### config.mk
export PLATFORM = sky130hd
export DESIGN_NAME = dri_ctrl
export DESIGN_NICKNAME = d
export VERILOG_FILES = /design/src/dri_pkg.sv /design/src/dri_init_seq.sv /design/src/dri_ctrl.sv
export VERILOG_INCLUDE_DIRS = /design/src
export SDC_FILE = /design/constraint.sdc
export NUM_CORES = 1
export LEC_CHECK = 0
export CAP_MARGIN = 40
export CORE_ASPECT_RATIO = 2
export CORE_UTILIZATION = 40
export DETAILED_ROUTE_END_ITERATION = 6
export DONT_BUFFER_PORTS = 1
export PLACE_DENSITY = 0.53
export SYNTH_ARGS = -nofsm -noshare
export SYNTH_HDL_FRONTEND = slang
export SYNTH_HIERARCHICAL = 1
export SYNTH_SLANG_ARGS = --single-unit
### constraint.sdc
create_clock -name core_clk -period 19.36 [get_ports core_clk]
set_input_delay 1.936 -clock core_clk [delete_from_list [all_inputs] [get_ports core_clk]]
set_output_delay 1.936 -clock core_clk [all_outputs]
set_load 0.02 [all_outputs]
### src/dri_map.svh
// Register offsets, field positions, reset values and init codes
`ifndef DRI_MAP_SVH
`define DRI_MAP_SVH
`define DRI_OFS_ID 8'h00
`define DRI_OFS_STAT 8'h04
`define DRI_OFS_CFG 8'h08
`define DRI_OFS_RFC 8'h0C
`define DRI_OFS_TIM1 8'h10
`define DRI_OFS_TIM2 8'h14
`define DRI_OFS_CTL 8'h18
`define DRI_CFG_PS_LSB 0
`define DRI_CFG_IB_LSB 4
`define DRI_CFG_CL_LSB 9
`define DRI_CFG_NM_BIT 14
`define DRI_CFG_TU_BIT 15
`define DRI_CFG_DRV_BIT 18
`define DRI_CFG_BU_BIT 23
`define DRI_CFG_DRV_MASK 32'h0004_0000
`define DRI_TIM1_WR_LSB 16
`define DRI_RFC_RATE_LSB 0
`define DRI_CTL_RL_LSB 0
`define DRI_CTL_X8_BIT 8
`define DRI_CFG_RST 32'h0000_0832
`define DRI_RFC_RST 32'h0000_079E
`define DRI_TIM1_RST 32'h0003_0000
`define DRI_TIM2_RST 32'h0000_0000
`define DRI_CTL_RST 32'h0000_0005
`define DRI_MR_BL8 3'h3
`define DRI_EMR1_RTT 13'h0004
`define DRI_A10_PRE 13'h0400
`define DRI_BA_MR 3'h0
`define DRI_BA_EMR1 3'h1
`define DRI_BA_EMR2 3'h2
`define DRI_BA_EMR3 3'h3
`define DRI_PAGE_BASE 12'h100
`endif

### src/dri_pkg.sv
// Types shared by the reinit controller and its init sequencer
package dri_pkg;
  typedef enum logic [1:0] {
    DRI_NOP = 2'h0,
    DRI_PRE_ALL = 2'h1,
    DRI_LOAD_MODE = 2'h2,
    DRI_REFRESH = 2'h3
  } dri_cmd_t;
  typedef enum logic [2:0] {
    ST_IDLE = 3'h1,
    ST_DRAIN = 3'h2,
    ST_INIT = 3'h4
  } dri_ctl_t;
  typedef enum logic [8:0] {
    SQ_IDLE = 9'h001,
    SQ_PRE1 = 9'h002,
    SQ_EMR2 = 9'h004,
    SQ_EMR3 = 9'h008,
    SQ_EMR1 = 9'h010,
    SQ_MRS = 9'h020,
    SQ_PRE2 = 9'h040,
    SQ_REF = 9'h080,
    SQ_LAST = 9'h100
  } dri_seq_t;
  typedef enum logic [1:0] {
    TOPO_32_X16 = 2'h0,
    TOPO_16_X16 = 2'h1,
    TOPO_16_X8 = 2'h2,
    TOPO_BAD = 2'h3
  } dri_topo_t;
endpackage

### src/dri_init_seq.sv
// Memory initialisation command sequencer, one step per link clock edge
`timescale 1ns/10ps
`include "dri_map.svh"
module dri_init_seq import dri_pkg::*; (
  input logic core_clk,
  input logic reset,
  input logic start,
  input logic link_edge,
  input logic [12:0] mrs_word,
  input logic [12:0] emr1_word,
  output logic cke,
  output dri_cmd_t cmd,
  output logic [2:0] ba,
  output logic [12:0] addr,
  output logic busy,
  output logic done
);
  dri_seq_t state_reg;
  dri_seq_t state_next;
  dri_cmd_t cmd_next;
  logic [2:0] ba_next;
  logic [12:0] addr_next;

  always_comb begin
    state_next = state_reg;
    cmd_next = cmd;
    ba_next = ba;
    addr_next = addr;
    if (link_edge) begin
      case (state_reg)
        SQ_IDLE: begin
          cmd_next = DRI_NOP;
        end
        SQ_PRE1, SQ_PRE2: begin
          cmd_next = DRI_PRE_ALL;
          addr_next = `DRI_A10_PRE;
          state_next = (state_reg == SQ_PRE1) ? SQ_EMR2 : SQ_REF;
        end
        SQ_EMR2, SQ_EMR3: begin
          cmd_next = DRI_LOAD_MODE;
          ba_next = (state_reg == SQ_EMR2) ? `DRI_BA_EMR2 : `DRI_BA_EMR3;
          addr_next = 13'h0000;
          state_next = (state_reg == SQ_EMR2) ? SQ_EMR3 : SQ_EMR1;
        end
        SQ_EMR1: begin
          cmd_next = DRI_LOAD_MODE;
          ba_next = `DRI_BA_EMR1;
          addr_next = emr1_word;
          state_next = SQ_MRS;
        end
        SQ_MRS: begin
          cmd_next = DRI_LOAD_MODE;
          ba_next = `DRI_BA_MR;
          addr_next = mrs_word;
          state_next = SQ_PRE2;
        end
        SQ_REF: begin
          cmd_next = DRI_REFRESH;
          state_next = SQ_LAST;
        end
        SQ_LAST: begin
          cmd_next = DRI_NOP;
          state_next = SQ_IDLE;
        end
        default: begin
          state_next = SQ_IDLE;
        end
      endcase
    end
    if (start && state_reg == SQ_IDLE) begin
      state_next = SQ_PRE1;
    end
  end

  always_ff @(posedge core_clk or posedge reset) begin
    if (reset) begin
      state_reg <= SQ_IDLE;
      cmd <= DRI_NOP;
      ba <= 3'h0;
      addr <= 13'h0000;
      cke <= 1'b0;
      busy <= 1'b0;
      done <= 1'b0;
    end else begin
      state_reg <= state_next;
      cmd <= cmd_next;
      ba <= ba_next;
      addr <= addr_next;
      cke <= cke | start;
      busy <= (state_next != SQ_IDLE);
      done <= link_edge && (state_reg == SQ_LAST);
    end
  end
endmodule

### src/dri_ctrl.sv
// Configuration registers, drain and reinit control of the DDR2 controller
//
// The AHB-Lite register port and the placing of the registers were left to the implementer.
`timescale 1ns/10ps
`include "dri_map.svh"
// Summary of operation
// - Low-lane config write starts memory init
// - Register-triggered init keeps queued FIFO contents
// - Finish accepted reads and writes before init
// - Unlock bit one opens, zero locks timings
// - Width select zero means 32-bit bus
// - CAS latency field encodes latency directly
// - Bank count field 3h means eight banks
// - Page size field 2h means 1024 words
// - Controller raises no interrupts at all
// - Pure bus slave, no DMA events
// - Keeps running through debug halts
// - Three supported bus and part topologies
// - Init ends with one refresh, then idle
// - Mode register: burst eight, CAS, write recovery
// - Reset starts init, FIFO contents lost
module dri_ctrl import dri_pkg::*; #(
  parameter logic [31:0] MODULE_ID = 32'h00A5_0001 // Arbitrary value
) (
  input logic core_clk,
  input logic reset,
  input logic hsel,
  input logic [31:0] haddr,
  input logic [1:0] htrans,
  input logic hwrite,
  input logic [2:0] hsize,
  input logic [31:0] hwdata,
  input logic hready,
  output logic [31:0] hrdata,
  output logic hreadyout,
  output logic hresp,
  input logic mem_clk_in,
  input logic rw_outstanding,
  output logic cmd_hold,
  output logic fifo_flush,
  output logic mem_cke,
  output dri_cmd_t mem_cmd,
  output logic [2:0] mem_ba,
  output logic [12:0] mem_addr,
  output logic cfg_bus32,
  output logic [2:0] cfg_cas_lat,
  output logic [3:0] cfg_banks,
  output logic [11:0] cfg_page_words,
  output logic [2:0] cfg_read_lat,
  output logic [15:0] cfg_refresh_rate,
  output dri_topo_t topology
);
  function automatic logic [3:0] lanes(input logic [2:0] sz,
                                       input logic [1:0] a);
    case (sz)
      3'h0: lanes = 4'h1 << a;
      3'h1: lanes = a[1] ? 4'hC : 4'h3;
      default: lanes = 4'hF;
    endcase
  endfunction

  function automatic logic [31:0] merge(input logic [31:0] old,
                                        input logic [31:0] nw,
                                        input logic [3:0] ln);
    for (int i = 0; i < 4; i++) begin
      if (ln[i]) begin
        old[8*i +: 8] = nw[8*i +: 8];
      end
    end
    merge = old;
  endfunction

  logic [31:0] cfg_reg, rfc_reg, tim1_reg, tim2_reg, ctl_reg;
  logic wr_ph_reg, rd_ph_reg;
  logic [7:0] wa_reg, ra_reg;
  logic [3:0] wl_reg;
  logic lk_s1_reg, lk_s2_reg, lk_s3_reg;
  dri_ctl_t state_reg, state_next;
  logic start_reg, start_next, pend_reg;
  logic seq_busy, seq_done;

  wire addr_take = hsel && hready && htrans[1];
  wire wr_apply = wr_ph_reg && hready;
  wire cfg_wr = wr_apply && wa_reg == `DRI_OFS_CFG;
  wire trig = cfg_wr && (|wl_reg[1:0]);
  wire tim_open = cfg_reg[`DRI_CFG_TU_BIT];
  wire [31:0] cfg_m = merge(cfg_reg, hwdata, wl_reg);
  // Drive strength only moves in the write after boot unlock was set
  wire drv_ok = cfg_reg[`DRI_CFG_BU_BIT];
  wire [31:0] cfg_w = (cfg_m & ~`DRI_CFG_DRV_MASK) |
                      ((drv_ok ? cfg_m : cfg_reg) & `DRI_CFG_DRV_MASK);
  wire link_edge = lk_s2_reg && !lk_s3_reg;
  wire [2:0] cl_fld = cfg_reg[`DRI_CFG_CL_LSB +: 3];
  wire nm_fld = cfg_reg[`DRI_CFG_NM_BIT];
  wire x8_fld = ctl_reg[`DRI_CTL_X8_BIT];
  wire [12:0] mrs_word = {1'b0, tim1_reg[`DRI_TIM1_WR_LSB +: 3], 2'b00,
                          cl_fld, 1'b0, `DRI_MR_BL8};
  wire [12:0] emr1_word = `DRI_EMR1_RTT |
                          {11'h000, cfg_reg[`DRI_CFG_DRV_BIT], 1'b0};
  wire [31:0] stat_word = {27'h0000000, topology, cmd_hold,
                           state_reg == ST_DRAIN, seq_busy};
  wire [31:0] rd_mux =
    (ra_reg == `DRI_OFS_ID) ? MODULE_ID :
    (ra_reg == `DRI_OFS_STAT) ? stat_word :
    (ra_reg == `DRI_OFS_CFG) ? cfg_reg :
    (ra_reg == `DRI_OFS_RFC) ? rfc_reg :
    (ra_reg == `DRI_OFS_TIM1) ? tim1_reg :
    (ra_reg == `DRI_OFS_TIM2) ? tim2_reg :
    (ra_reg == `DRI_OFS_CTL) ? ctl_reg : 32'h0000_0000;
  wire dri_topo_t topo_w = !nm_fld ? (x8_fld ? TOPO_BAD : TOPO_32_X16) :
                           (x8_fld ? TOPO_16_X8 : TOPO_16_X16);

  // Bus slave: writes are zero wait, reads insert one wait state so the
  // read mux sees any write that finished in the same cycle
  always_ff @(posedge core_clk or posedge reset) begin
    if (reset) begin
      wr_ph_reg <= 1'b0;
      rd_ph_reg <= 1'b0;
      wa_reg <= 8'h00;
      ra_reg <= 8'h00;
      wl_reg <= 4'h0;
      hreadyout <= 1'b1;
      hrdata <= 32'h0000_0000;
    end else begin
      wr_ph_reg <= addr_take && hwrite;
      rd_ph_reg <= addr_take && !hwrite;
      if (addr_take) begin
        wa_reg <= {haddr[7:2], 2'b00};
        ra_reg <= {haddr[7:2], 2'b00};
        wl_reg <= lanes(hsize, haddr[1:0]);
      end
      hreadyout <= !(addr_take && !hwrite);
      if (rd_ph_reg) begin
        hrdata <= rd_mux;
      end
    end
  end

  // No interrupt or DMA event outputs; every answer is OKAY
  always_ff @(posedge core_clk or posedge reset) begin
    if (reset) begin
      hresp <= 1'b0;
    end else begin
      hresp <= 1'b0;
    end
  end

  always_ff @(posedge core_clk or posedge reset) begin
    if (reset) begin
      cfg_reg <= `DRI_CFG_RST;
      rfc_reg <= `DRI_RFC_RST;
      tim1_reg <= `DRI_TIM1_RST;
      tim2_reg <= `DRI_TIM2_RST;
      ctl_reg <= `DRI_CTL_RST;
    end else if (wr_apply) begin
      if (cfg_wr) begin
        cfg_reg <= cfg_w;
      end
      if (wa_reg == `DRI_OFS_RFC) begin
        rfc_reg <= merge(rfc_reg, hwdata, wl_reg);
      end
      if (wa_reg == `DRI_OFS_TIM1 && tim_open) begin
        tim1_reg <= merge(tim1_reg, hwdata, wl_reg);
      end
      if (wa_reg == `DRI_OFS_TIM2 && tim_open) begin
        tim2_reg <= merge(tim2_reg, hwdata, wl_reg);
      end
      if (wa_reg == `DRI_OFS_CTL) begin
        ctl_reg <= merge(ctl_reg, hwdata, wl_reg);
      end
    end
  end

  // Memory clock is foreign: two flops, then an edge finder
  always_ff @(posedge core_clk or posedge reset) begin
    if (reset) begin
      // Reset high: a clock already high at release is not a rising edge
      lk_s1_reg <= 1'b1;
      lk_s2_reg <= 1'b1;
      lk_s3_reg <= 1'b1;
    end else begin
      lk_s1_reg <= mem_clk_in;
      lk_s2_reg <= lk_s1_reg;
      lk_s3_reg <= lk_s2_reg;
    end
  end

  // No halt input: the sequence runs whatever the debugger does
  always_comb begin
    state_next = state_reg;
    start_next = 1'b0;
    case (state_reg)
      ST_IDLE: begin
        if (trig || pend_reg) begin
          state_next = ST_DRAIN;
        end
      end
      ST_DRAIN: begin
        if (!rw_outstanding) begin
          state_next = ST_INIT;
          start_next = 1'b1;
        end
      end
      ST_INIT: begin
        if (seq_done) begin
          state_next = pend_reg ? ST_DRAIN : ST_IDLE;
        end
      end
      default: begin
        state_next = ST_IDLE;
      end
    endcase
  end

  // A trigger during init is remembered; it wins over the clear
  always_ff @(posedge core_clk or posedge reset) begin
    if (reset) begin
      state_reg <= ST_INIT;
      start_reg <= 1'b1;
      fifo_flush <= 1'b1;
      cmd_hold <= 1'b1;
      pend_reg <= 1'b0;
    end else begin
      state_reg <= state_next;
      start_reg <= start_next;
      fifo_flush <= 1'b0;
      cmd_hold <= (state_next != ST_IDLE);
      pend_reg <= (trig && state_reg == ST_INIT) ||
                  (pend_reg && state_reg == ST_INIT && !seq_done);
    end
  end

  always_ff @(posedge core_clk or posedge reset) begin
    if (reset) begin
      cfg_bus32 <= 1'b0;
      cfg_cas_lat <= 3'h0;
      cfg_banks <= 4'h0;
      cfg_page_words <= 12'h000;
      cfg_read_lat <= 3'h0;
      cfg_refresh_rate <= 16'h0000;
      topology <= TOPO_32_X16;
    end else begin
      cfg_bus32 <= !nm_fld;
      cfg_cas_lat <= cl_fld;
      cfg_banks <= 4'h1 << cfg_reg[`DRI_CFG_IB_LSB +: 2];
      cfg_page_words <= `DRI_PAGE_BASE << cfg_reg[`DRI_CFG_PS_LSB +: 2];
      cfg_read_lat <= ctl_reg[`DRI_CTL_RL_LSB +: 3];
      cfg_refresh_rate <= rfc_reg[`DRI_RFC_RATE_LSB +: 16];
      topology <= topo_w;
    end
  end

  dri_init_seq u_seq (
    .core_clk(core_clk),
    .reset(reset),
    .start(start_reg),
    .link_edge(link_edge),
    .mrs_word(mrs_word),
    .emr1_word(emr1_word),
    .cke(mem_cke),
    .cmd(mem_cmd),
    .ba(mem_ba),
    .addr(mem_addr),
    .busy(seq_busy),
    .done(seq_done)
  );
endmodule

## Yosys cells after proc, flatten, opt, wreduce, memory -nomap -nowiden

Index checks and enable logic that the tools add are counted.
W data, S select, Z words.

- Bitwise operators: 2
- Shift operators: 3
- Multiplexer cells: 33
- Equal/unequal tests: 21
- Reductions and logical operators: 52

Operator list:

| kind | count |
|---|---|
| $mux W32 | 7 |
| $pmux W9 S6 | 1 |
| $pmux W13 S4 | 1 |
| $reduce_and A3 Y1 | 16 |
| $mux W8 | 5 |
| $or A32 B19 Y32 | 1 |
| $mux W19 | 1 |
| $eq A6 B3 Y1 const B | 3 |
| $mux W9 | 2 |
| $pmux W3 S3 | 2 |
| $logic_and A1 B1 Y1 | 15 |
| $eq A6 B2 Y1 const B | 2 |
| $shl A9 B2 Y12 const A | 1 |
| $eq A9 B1 Y1 const B | 1 |
| $eq A9 B2 Y1 const B | 1 |
| $eq A9 B3 Y1 const B | 1 |
| $eq A9 B4 Y1 const B | 1 |
| $eq A9 B5 Y1 const B | 1 |
| $eq A9 B6 Y1 const B | 1 |
| $eq A9 B7 Y1 const B | 1 |
| $eq A9 B8 Y1 const B | 1 |
| $eq A9 B9 Y1 const B | 1 |
| $mux W3 | 3 |
| $ne A9 B1 Y1 const B | 1 |
| other kinds (22) | 41 |

- Word-level logic and storage cells: 156
- Flip-flop bits (word level): 286

## Logic depth before layout (Yosys ltp)

Gate-level depths: netlist (run 1).

- Depth after elaboration: 8
- Mapped depth: 8

## By module

Netlist (run 1), hierarchy kept.

By module, submodules not included:

| module | area each (um^2) | times used | cells an instance |
|---|---|---|---|
| dri_ctrl | 10537.6 | 1 | 772 |
| dri_init_seq | 1790.5 | 1 | 167 |

## Least setup slack after synthesis (run 1)

No wires, ideal clock.

- Path kind: input to register
- Start point: input hready
- End point: register cfg_reg[10]
- Required time: 19.232 ns
- Setup slack: 16.216 ns
- Stages: 5
- Library setup time: 0.128 ns
- Arrival: 3.016 ns
- Path through: and3_1 > clkbuf_1 > and3_1 > buf_2 > mux2_1

- Word-level cells in the longest chain between the ends: 3

Ends and longest elaborated chain:

| what | RTL line | source |
|---|---|---|
| from (decl) | dri_ctrl.sv:33 | `input logic hready,` |
| $logic_and A1 B1 Y1 (*) | dri_ctrl.sv:83 | `wire wr_apply = wr_ph_reg && hready;` |
| $logic_and A1 B1 Y1 (no line) | -- |  |
| $reduce_and A2 Y1 (no line) (*) | -- |  |
| to (signal assigned) | dri_ctrl.sv:150 | `` cfg_reg <= `DRI_CFG_RST; `` |
| to (signal assigned) | dri_ctrl.sv:157 | `cfg_reg <= cfg_w;` |
| to (decl) | dri_ctrl.sv:73 | `logic [31:0] cfg_reg, rfc_reg, tim1_reg, tim2_reg, ctl_reg;` |

Every way passes the cells marked *; elsewhere a longest branch is shown, timed or not.
A chain may end at the register's enable or synchronous reset.

## Final worst setup path (run 1)

- Start point: register cmd_hold
- End point: output cmd_hold

RTL lines:

| what | RTL line | source |
|---|---|---|
| from (decl) | dri_ctrl.sv:39 | `output logic cmd_hold,` |
| from (signal assigned) | dri_ctrl.sv:227 | `cmd_hold <= (state_next != ST_IDLE);` |

No word-level cell between the ends.

==> flow_metrics.py, run 1 <==
metrics = {
    "synth": {
        "netlist_instances": 939,
        "synthDistinctLibCells": 78,
        "synth-async-reset-ratio": 1.00,
        "ys_dominant_reg_cell": "sky130_fd_sc_hd__dfrtp_1",
        "synth_warnings": 6,
        "sequential_fraction_of_the_synthesis_area": 0.565,
        "synthesis.area_um2": 12300,
        "synth-edff-count": 0,
        "number_of_synthesized_register_bits": 277,
        "syn-mean-instance-area_um2": 13.1,
    },
    "setup_path": {
        "data_arrival_at_the_endpoint_of_the_critical_path_ns": 1.14,
        "worstPathRequired_ns": 17.42,
        "crit_path_end": "cmd_hold",
        "start_kind": "flip-flop",
        "rr_endpoint": "rfc_reg[5]",
        "worstRegToRegCells": 5,
        "flop2flop_setup_slack_ns": 16.48,
        "worst-setup-path-type": "reg2out",
        "reg2reg_start": "ra_reg[5]",
        "critical_path.endpoint_type": "output port",
        "worst-path-max-fanout": 2,
        "critPathLaunch": "cmd_hold",
        "worstSetupPathDepth": 0,
    },
    "layout": {
        "regArea_um2": 6960,
        "n_antenna_cell": 0,
        "final_cell_count_no_fill": 1332,
        "area_delta_synth_final_pct": 10.1,
        "multi_input_comb_area_um2": 4950,
        "share_of_final_layout_standard_cells_stronger_than_drive_strength_1": 0.174,
        "nFillCells": 2760,
        "finalNetCount": 1020,
    },
    "clock_network": {
        "htreeDepth": 1,
        "ctsRootBufferMaster": "sky130_fd_sc_hd__clkbuf_16",
        "clock_sink_count": 277,
        "cts.repair_timing.setup_buffer_count": 0,
        "cts-resized-gates": 0,
        "cts_buf_count": 26,
        "postCtsHoldBufs": 0,
        "tritoncts": "yes",
        "clk_transition_reported_paths_ns": 0.06,
        "clock_path_buffers": 3,
        "clk_latency_ns": 0.54,
    },
    "die": {
        "count_of_pins_on_the_block_boundary": 172,
        "die_area_um2": 31600,
        "rows": 90,
        "core_um2": 30300,
        "die_width_um": 126,
        "start_util": 0.407,
        "dieHeight_um": 250,
    },
    "run_status": {
        "outcome": "completed",
    },
    "power_and_ir_drop": {
        "vdd_ir_drop_max_v": 0.0000583,
        "power.density_nw_per_um2": 89.9,
        "power_leakage_nw": 6.33,
    },
    "detailed_routing": {
        "drt_iter0_markers": 369,
        "drc": 0,
        "detailedRoute.firstPassIterationCount": 4,
        "wl_per_cell_um": 22.9,
        "vias": 7427,
        "antenna_left": 0,
        "routed_wirelength_um": 30500,
        "avgViaCountPerCell": 5.58,
    },
    "timing": {
        "max_clock_freq_ghz": 0.325,
        "slew-limit-headroom": 0.374,
        "rsz0062_at_grt": "false",
        "fin_worst_skew_ns": 0.0103,
        "worst_pin_slew_ns": 0.932,
        "hold_ws_ns": 0.357,
        "final_hold_viol_count": 0,
        "report.final.setup_viol": 0,
        "post-route-worst-setup-slack_ns": 16.28,
        "fin_crit_ns": 3.08,
        "fin_crit_sh": 0.159,
        "final_max_slew_viol_count": 0,
        "setup_total_negative_slack_ns": 0,
    },
    "min_path": {
        "hold_start": "lk_s1_reg",
        "holdCritPathClass": "reg2reg",
    },
    "job": {
        "cap_viol_max_count": 0,
    },
    "grt": {
        "antenna_found_initial": 0,
        "grt_util_met1": 0.216,
        "grt_most_used_layer": "met2",
        "grt_pass1_wl_um": 48300,
        "grt_overall_usage": 0.200,
        "grtUsageMet3": 0.0370,
        "met2_usage": 0.385,
        "grt_start_max_net_pins": 96,
        "via_count_of_the_first_global_routing_pass": 7926,
        "grt-ovfl-total": 0,
    },
    "placement": {
        "buffer_ports.inserted": 0,
        "hpwl_um": 20800,
        "place.detailed.instances": 1284,
        "preCtsSetupSlack_ns": 15.86,
        "gp_congestion": 0.857,
    },
}
## cell type report
cell class / instances / share of cell area
clock buffer: 40 / 0.0600
multi-input combinational: 587 / 0.365
tap: 368 / 0.0339
clock inverter: 8 / 0.00572
inverter: 40 / 0.0116
sequential: 277 / 0.513
timing repair buffer: 12 / 0.0111
## cell usage in the layout (no fill, tap or decap), types with 7 or more instances in the layout
cell type                   count
sky130_fd_sc_hd__dfrtp_1      252
sky130_fd_sc_hd__mux2_1       135
sky130_fd_sc_hd__a22oi_1       66
sky130_fd_sc_hd__inv_1         39
sky130_fd_sc_hd__and3_1        34
sky130_fd_sc_hd__nor2_1        30
sky130_fd_sc_hd__conb_1        30
sky130_fd_sc_hd__o21ai_1       28
sky130_fd_sc_hd__o22ai_1       28
sky130_fd_sc_hd__clkbuf_16     27
sky130_fd_sc_hd__dfstp_2       25
sky130_fd_sc_hd__mux2_4        24
sky130_fd_sc_hd__nand2_1       21
sky130_fd_sc_hd__nor2b_1       15
sky130_fd_sc_hd__a21oi_1       13
sky130_fd_sc_hd__mux2_2        11
sky130_fd_sc_hd__o21ai_0       10
sky130_fd_sc_hd__clkbuf_8       9
sky130_fd_sc_hd__o2bb2ai_2      9
sky130_fd_sc_hd__buf_4          8
sky130_fd_sc_hd__nand2b_1       7
sky130_fd_sc_hd__nand3_4        7
sky130_fd_sc_hd__nand3_1        7
## worst min-delay path by stage
| stage | end | slack (ns) | depth (start not counted) |
|---|---|---|---|
| floorplan | lk_s2_reg | 0.35 | 0 |
| global placement | lk_s2_reg | 0.35 | 0 |
| detailed placement | lk_s2_reg | 0.35 | 0 |
| CTS | lk_s2_reg | 0.36 | 0 |
| global route | lk_s2_reg | 0.37 | 0 |
| finish | lk_s2_reg | 0.36 | 0 |
## Yosys cell counts (9+ instances only)
| cell | n | area share |
|---|---|---|
| sky130_fd_sc_hd__o21ai_1 | 28 | 0.011 |
| sky130_fd_sc_hd__mux2_2 | 11 | 0.010 |
| sky130_fd_sc_hd__nand2_1 | 22 | 0.0067 |
| sky130_fd_sc_hd__dfstp_2 | 25 | 0.053 |
| sky130_fd_sc_hd__o21ai_0 | 10 | 0.0041 |
| sky130_fd_sc_hd__buf_2 | 16 | 0.0065 |
| sky130_fd_sc_hd__mux2_4 | 24 | 0.029 |
| sky130_fd_sc_hd__and3_1 | 34 | 0.017 |
| sky130_fd_sc_hd__clkbuf_1 | 20 | 0.0061 |
| sky130_fd_sc_hd__buf_6 | 9 | 0.0082 |
| sky130_fd_sc_hd__a21oi_1 | 13 | 0.0053 |
| sky130_fd_sc_hd__nor2b_1 | 15 | 0.0076 |
| sky130_fd_sc_hd__dfrtp_1 | 252 | 0.51 |
| sky130_fd_sc_hd__mux2_1 | 135 | 0.12 |
| sky130_fd_sc_hd__buf_4 | 16 | 0.0097 |
| sky130_fd_sc_hd__nor2_1 | 30 | 0.0091 |
| sky130_fd_sc_hd__a22oi_1 | 66 | 0.040 |
| sky130_fd_sc_hd__o2bb2ai_2 | 9 | 0.011 |
| sky130_fd_sc_hd__o22ai_1 | 28 | 0.014 |
| sky130_fd_sc_hd__inv_1 | 40 | 0.012 |
## power breakdown
part / total (mW) / internal (mW) / switching, mW / leakage (nW)
Clock: 0.528 / 0.304 / 0.224 / 0.437
Combinational: 0.0641 / 0.0220 / 0.0421 / 2.18
Sequential: 0.627 / 0.597 / 0.0307 / 3.71
## logic make-up (layout without fill, tap and decap cells)
logic type             count (synthesis)  count (layout)  share of synthesized area
flip-flops                           277             277                      0.565
AO/OA/AOI/OAI                        204             204                      0.123
multiplexers                         176             176                      0.167
AND/OR/NAND/NOR                      172             172                     0.0973
buffers and inverters                102             100                     0.0431
XOR/XNOR                               5               5                    0.00355
other                                  3              30                   0.000913
## stage by stage
step,total power [mW],instance area [µm²],utilization
after global placement,0.701,12600,0.416
after global routing,1.27,13600,0.448
after CTS,1.24,13600,0.448
final,1.22,13600,0.448
after detailed placement,0.705,12700,0.419
after floorplan,0.683,12400,-
## routing by layer
layer | vias up | share of wire
li1 | 3403 | -
met1 | 3824 | 0.37
met2 | 155 | 0.56
met3 | 45 | 0.047
met4 | 0 | 0.026
met5 | - | 0
No activity file was read; power rests on OpenSTA's default activity.
==> run 2, diff against run 1 <==
Settings changed: PLACE_DENSITY 0.53 to 0.55.
Clock period 19.36 ns to 2.6 ns, I/O delays scaled along.
==> flow_metrics.py, run 2 (synthesis results as in run 1) <==
metrics = {
    "run_status": {
        "outcome": "completed",
    },
    "setup_path": {
        "worst-setup-path-type": "reg2reg",
        "timing.critical_path.cells": "or4_4 > nor2_8 > buf_4 > nand3_4 > mux2_4",
        "flop2flop_setup_slack_ns": 0.37,
        "worst-path-max-fanout": 9,
        "cp_bufs_invs": 1,
        "critical_path.endpoint_type": "flip-flop",
        "start_kind": "flip-flop",
        "critical_path.max_stage_delay_ns": 0.60,
        "rr_endpoint": "tim1_reg[28]",
        "reg2reg_start": "ra_reg[6]",
        "worstRegToRegCells": 5,
        "critPathSlowestCell": "sky130_fd_sc_hd__or4_4",
        "data_arrival_at_the_endpoint_of_the_critical_path_ns": 2.66,
        "critical-path-top-delay-family": "simple AND/OR/NAND/NOR gates",
        "worstPathRequired_ns": 3.02,
    },
    "power_and_ir_drop": {
        "power.density_nw_per_um2": 647,
        "power_leakage_nw": 6.72,
        "vdd_ir_drop_max_v": 0.000504,
        "design_power_total_mw": 9.27,
    },
    "grt": {
        "via_count_of_the_first_global_routing_pass": 8339,
        "grt_start_max_net_pins": 49,
        "grt_overall_usage": 0.204,
        "grt-ovfl-total": 0,
        "grt_pass1_wl_um": 49400,
        "antenna_found_initial": 0,
    },
    "layout": {
        "share_of_final_layout_standard_cells_stronger_than_drive_strength_1": 0.197,
        "area_delta_synth_final_pct": 16.2,
        "finalNetCount": 1102,
        "postLayoutCoreUtil": 0.473,
        "layout_commonest_cell": "sky130_fd_sc_hd__dfrtp_1",
        "n_antenna_cell": 0,
        "final_cell_count_no_fill": 1414,
        "mostFrequentLayoutCells": "sky130_fd_sc_hd__dfrtp_1 (252), sky130_fd_sc_hd__mux2_1 (135), sky130_fd_sc_hd__a22oi_1 (66), sky130_fd_sc_hd__buf_4 (44), sky130_fd_sc_hd__dlygate4sd3_1 (43)",
    },
    "die": {
        "die_area_um2": 31600,
        "rows": 90,
        "start_util": 0.407,
        "core_um2": 30300,
        "die_width_um": 126,
        "dieHeight_um": 250,
        "count_of_pins_on_the_block_boundary": 172,
    },
    "detailed_routing": {
        "drc": 0,
        "vias": 7763,
        "met1_length_um": 11500,
        "drt_iter0_markers": 400,
        "routed_wirelength_um": 31100,
        "top_layer": "met4",
        "met3_length_um": 1180,
        "dr_wl_met2_um": 17700,
        "wl_per_cell_um": 22.0,
        "avgViaCountPerCell": 5.49,
        "detailedRoute.firstPassIterationCount": 4,
        "antenna_left": 0,
    },
    "timing": {
        "worst_pin_slew_ns": 0.808,
        "slew-limit-headroom": 0.458,
        "fin_crit_ns": 2.23,
        "max_clock_freq_ghz": 0.448,
        "fin_crit_sh": 0.859,
        "fin_worst_skew_ns": 0.00871,
        "final_hold_viol_count": 0,
        "setup_total_negative_slack_ns": 0,
        "final_max_slew_viol_count": 0,
        "post-route-worst-setup-slack_ns": 0.365,
        "report.final.setup_viol": 0,
        "rsz0062_at_grt": "false",
    },
    "clock_network": {
        "cts_buf_count": 26,
        "clock_path_buffers": 3,
        "clock_sink_count": 277,
        "clk_latency_ns": 0.54,
        "tritoncts": "yes",
        "ctsRootBufferMaster": "sky130_fd_sc_hd__clkbuf_16",
        "clk_transition_reported_paths_ns": 0.07,
        "htreeDepth": 1,
    },
    "placement": {
        "hpwl_um": 22100,
        "preCtsSetupSlack_ns": 0.343,
        "gp_congestion": 0.883,
        "place.detailed.instances": 1323,
        "buffer_ports.inserted": 0,
    },
    "job": {
        "cap_viol_max_count": 0,
    },
    "min_path": {
        "holdCritPathClass": "in2reg",
        "worstHoldEndpoint": "wl_reg[0]",
        "holdPathStages": 3,
        "hold_start": "haddr[0]",
    },
}
run 2: changes by cell type in the layout (fill, tap and decap cells not counted), moves of 2 or more:
cell	change
sky130_fd_sc_hd__clkbuf_8	-2
sky130_fd_sc_hd__dlygate4sd3_1	+43
sky130_fd_sc_hd__buf_12	+5
sky130_fd_sc_hd__buf_4	+36
sky130_fd_sc_hd__clkinv_2	+2
sky130_fd_sc_hd__clkinv_4	-2
run 2: layer usage:
metal | up-vias | track usage
li1 | 3554 | -
met1 | 4002 | 0.221
met2 | 158 | 0.397
met3 | 49 | 0.0288
met4 | 0 | 0.0702
met5 | - | 0
run 2: timing repair:
action                                 in CTS  in global routing
endpoints found under the hold margin     280                  0
hold buffers                               43                  0
gates resized for setup                     0                  0
setup buffers                               0                  0
run 2: cell type report:
type	count	area [µm²]
fillers	2728	16000
flip-flops and latches	277	6960
multi-input cells	587	4940
repair buffers	94	908
clock buffers	39	791
well taps	368	460
inverters	40	154
clock inverters	9	104
run 2: how the worst max path moves through the flow:
stage / end / cells past startpoint / start
5_1_grt: rfc_reg[6] / 4 / ra_reg[7]
3_5_place_dp: rfc_reg[6] / 4 / ra_reg[7]
6_report: tim1_reg[28] / 5 / ra_reg[6]
4_1_cts: rfc_reg[6] / 4 / ra_reg[7]
3_3_place_gp: tim1_reg[24] / 5 / ra_reg[6]
2_1_floorplan: cfg_banks[0] / 1 / reset
run 2: power by group:
| part | internal (mW) | total (mW) | switching [mW] |
|---|---|---|---|
| Clock | 2.31 | 3.97 | 1.67 |
| Sequential | 4.44 | 4.64 | 0.200 |
| Combinational | 0.255 | 0.647 | 0.392 |
run 2: per-stage QoR:
| step | area (µm²) | hold slack (ns) |
|---|---|---|
| 6_report | 14300 | 0.0304 |
| 5_1_grt | 14300 | 0.0421 |
| 4_1_cts | 14300 | 0.00656 |
| 3_5_place_dp | 13000 | 0.0534 |
| 3_3_place_gp | 12900 | 0.265 |
| 2_1_floorplan | 12400 | 0.264 |
run 2: worst register-to-register path, delay by kind of cell (launching register included):
| kind | cells | cell delay, ns |
|---|---|---|
| simple gates | 3 | 1.04 |
| flops | 1 | 0.49 |
| mux | 1 | 0.39 |
| buf+inv | 1 | 0.19 |
==> run 3, diff against run 2 <==
Settings changed: ABC_CLOCK_PERIOD_IN_PS from default to 2600, SYNTH_HIERARCHICAL 1 to default.
==> flow_metrics.py, run 3 <==
metrics = {
    "placement": {
        "preCtsSetupSlack_ns": 0.267,
        "gp_congestion": 0.844,
        "buffer_ports.inserted": 0,
        "hpwl_um": 21400,
    },
    "setup_path": {
        "critical_path.endpoint_type": "flip-flop",
        "cp_bufs_invs": 0,
        "worst-setup-path-type": "reg2reg",
        "flop2flop_setup_slack_ns": 0.22,
        "timing.critical_path.cells": "nor4_4 > nand2_1 > nor3b_2 > nand2_2 > mux2_1",
        "critical-path-top-delay-family": "simple AND/OR/NAND/NOR gates",
        "start_kind": "flip-flop",
        "reg2reg_start": "ra_reg[3]",
        "worstSetupPathDepth": 5,
        "worstPathRequired_ns": 3.03,
        "rr_endpoint": "tim1_reg[27]",
        "critical_path.max_stage_delay_ns": 0.55,
        "data_arrival_at_the_endpoint_of_the_critical_path_ns": 2.80,
        "worstRegToRegCells": 5,
        "worst-path-max-fanout": 8,
        "critPathSlowestCell": "sky130_fd_sc_hd__nor3b_2",
    },
    "job": {
        "cap_viol_max_count": 0,
    },
    "die": {
        "count_of_pins_on_the_block_boundary": 172,
        "die_area_um2": 30000,
        "dieHeight_um": 244,
        "rows": 88,
        "start_util": 0.405,
        "die_width_um": 123,
        "core_um2": 28800,
    },
    "synth": {
        "post_synth_and_or_nand_nor_area_fraction": 0.0809,
        "dominant_cell_by_count_in_the_synthesized_netlist": "sky130_fd_sc_hd__dfrtp_1",
        "sequential_fraction_of_the_synthesis_area": 0.587,
        "synthDistinctLibCells": 60,
        "syn-mean-instance-area_um2": 12.8,
        "synth-edff-count": 0,
        "post_synth_fa_ha_maj_area_fraction": 0,
        "synth_compound_area_frac": 0.107,
        "synth-async-reset-ratio": 1.00,
        "post_synth_xor_area_fraction": 0.00374,
        "largest_family_of_logic_cells_by_synthesized_area": "multiplexers",
        "synthesis.area_um2": 11700,
        "netlist_top_cells_count": "sky130_fd_sc_hd__dfrtp_1 (248), sky130_fd_sc_hd__mux2_2 (156), sky130_fd_sc_hd__nand2_1 (61)",
        "number_of_synthesized_register_bits": 273,
        "netlist.top_cell.by_area": "sky130_fd_sc_hd__dfrtp_1",
        "ys_dominant_reg_cell": "sky130_fd_sc_hd__dfrtp_1",
        "synth_warnings": 0,
        "netlist_instances": 912,
        "post_synth_main_area_contributors": "sky130_fd_sc_hd__dfrtp_1 (53%), sky130_fd_sc_hd__mux2_2 (15%), sky130_fd_sc_hd__dfstp_2 (5.6%)",
        "muxShareOfSynthArea": 0.189,
        "synth.top_cell.area_share": 0.531,
    },
    "clock_network": {
        "tritoncts": "yes",
        "ctsRootBufferMaster": "sky130_fd_sc_hd__clkbuf_16",
        "cts-resized-gates": 0,
        "htreeDepth": 1,
        "cts_buf_count": 26,
        "clk_transition_reported_paths_ns": 0.06,
        "postCtsHoldBufs": 50,
        "clk_latency_ns": 0.54,
        "cts.repair_timing.setup_buffer_count": 0,
        "clock_sink_count": 273,
        "clock_path_buffers": 3,
    },
    "timing": {
        "final_hold_viol_count": 0,
        "fin_crit_ns": 2.38,
        "fin_worst_skew_ns": 0.0125,
        "max_clock_freq_ghz": 0.421,
        "report.final.setup_viol": 0,
        "worst_pin_slew_ns": 0.646,
        "setup_total_negative_slack_ns": 0,
        "final_max_slew_viol_count": 0,
        "rsz0062_at_grt": "false",
        "post-route-worst-setup-slack_ns": 0.223,
        "slew-limit-headroom": 0.568,
        "fin_crit_sh": 0.914,
        "hold_ws_ns": 0.0502,
    },
    "layout": {
        "finalNetCount": 1061,
        "mostFrequentLayoutCells": "sky130_fd_sc_hd__dfrtp_1 (247), sky130_fd_sc_hd__mux2_2 (156), sky130_fd_sc_hd__nand2_1 (61), sky130_fd_sc_hd__o2bb2ai_1 (50), sky130_fd_sc_hd__dlygate4sd3_1 (50)",
        "area_delta_synth_final_pct": 16.8,
        "n_antenna_cell": 0,
        "layout_commonest_cell": "sky130_fd_sc_hd__dfrtp_1",
        "share_of_final_layout_standard_cells_stronger_than_drive_strength_1": 0.292,
        "postLayoutCoreUtil": 0.474,
    },
    "detailed_routing": {
        "vias": 7451,
        "drc": 0,
        "routed_wirelength_um": 30500,
        "detailedRoute.firstPassIterationCount": 4,
        "antenna_left": 0,
        "drt_iter0_markers": 365,
        "avgViaCountPerCell": 5.46,
        "wl_per_cell_um": 22.4,
    },
    "min_path": {
        "holdPathStages": 4,
        "holdCritPathClass": "in2reg",
        "worstHoldEndpoint": "state_reg[1]",
        "hold_start": "rw_outstanding",
    },
    "power_and_ir_drop": {
        "design_power_total_mw": 9.44,
        "power_leakage_nw": 6.22,
        "power.density_nw_per_um2": 691,
        "vdd_ir_drop_max_v": 0.000497,
    },
    "grt": {
        "grt_start_max_net_pins": 62,
        "grt_overall_usage": 0.213,
        "grt_pass1_wl_um": 47600,
        "grt-ovfl-total": 0,
        "antenna_found_initial": 0,
        "via_count_of_the_first_global_routing_pass": 8097,
    },
    "run_status": {
        "outcome": "completed",
    },
}
-- run 3: cell families after synthesis --
group	after synthesis
AOI/OAI and AO/OA	172
xor gates and xnor gates	5
buffers and inverters	82
DFF	273
muxes	200
other	1
and+or+nand+nor	179
-- run 3: stage by stage --
stage | instances | instance area, µm²
4_1_cts | 1365 | 13700
5_1_grt | 1365 | 13700
6_report | 1365 | 13700
3_3_place_gp | 1267 | 12300
2_1_floorplan | 926 | 11800
3_5_place_dp | 1267 | 12300
-- run 3: metal layers --
| metal | vias to the layer above | wire [µm] | track usage |
|---|---|---|---|
| met5 | - | 0 | 0 |
| met1 | 3840 | 11200 | 0.227 |
| met2 | 153 | 17000 | 0.401 |
| li1 | 3407 | - | - |
| met3 | 51 | 1440 | 0.0375 |
| met4 | 0 | 918 | 0.0829 |
-- run 3: worst reg2reg max path, cell delays in order, from the launching register on --
cell and delay (ns):
sky130_fd_sc_hd__dfrtp_1 0.43, sky130_fd_sc_hd__nor4_4 0.42, sky130_fd_sc_hd__nand2_1 0.20, sky130_fd_sc_hd__nor3b_2 0.55, sky130_fd_sc_hd__nand2_2 0.29, sky130_fd_sc_hd__mux2_1 0.38
-- run 3: final cells by class --
class,count,area (µm²)
Inverter,22,86.3
Fill cell,2659,15200
Clock buffer,38,757
Clock inverter,10,150
Sequential cell,273,6860
Timing Repair Buffer,91,846
Tap cell,360,450
Multi-Input combinational cell,571,4510
-- run 3: where the power goes --
group	internal, mW	switching (mW)	leakage, nW	total [mW]
combinational	0.284	0.421	2.11	0.705
clock	2.41	1.65	0.450	4.07
sequential	4.42	0.249	3.66	4.67
-- run 3: how the worst max path moves through the flow --
stage | start | to | slack (ns)
detailed placement | ra_reg[3] | tim1_reg[27] | 0.27
global placement | ra_reg[5] | hrdata[15] | 0.27
finish | ra_reg[3] | tim1_reg[27] | 0.22
floorplan | reset | cfg_banks[0] | -1.25
global route | ra_reg[5] | cfg_reg[17] | 0.17
CTS | ra_reg[3] | tim1_reg[27] | 0.25
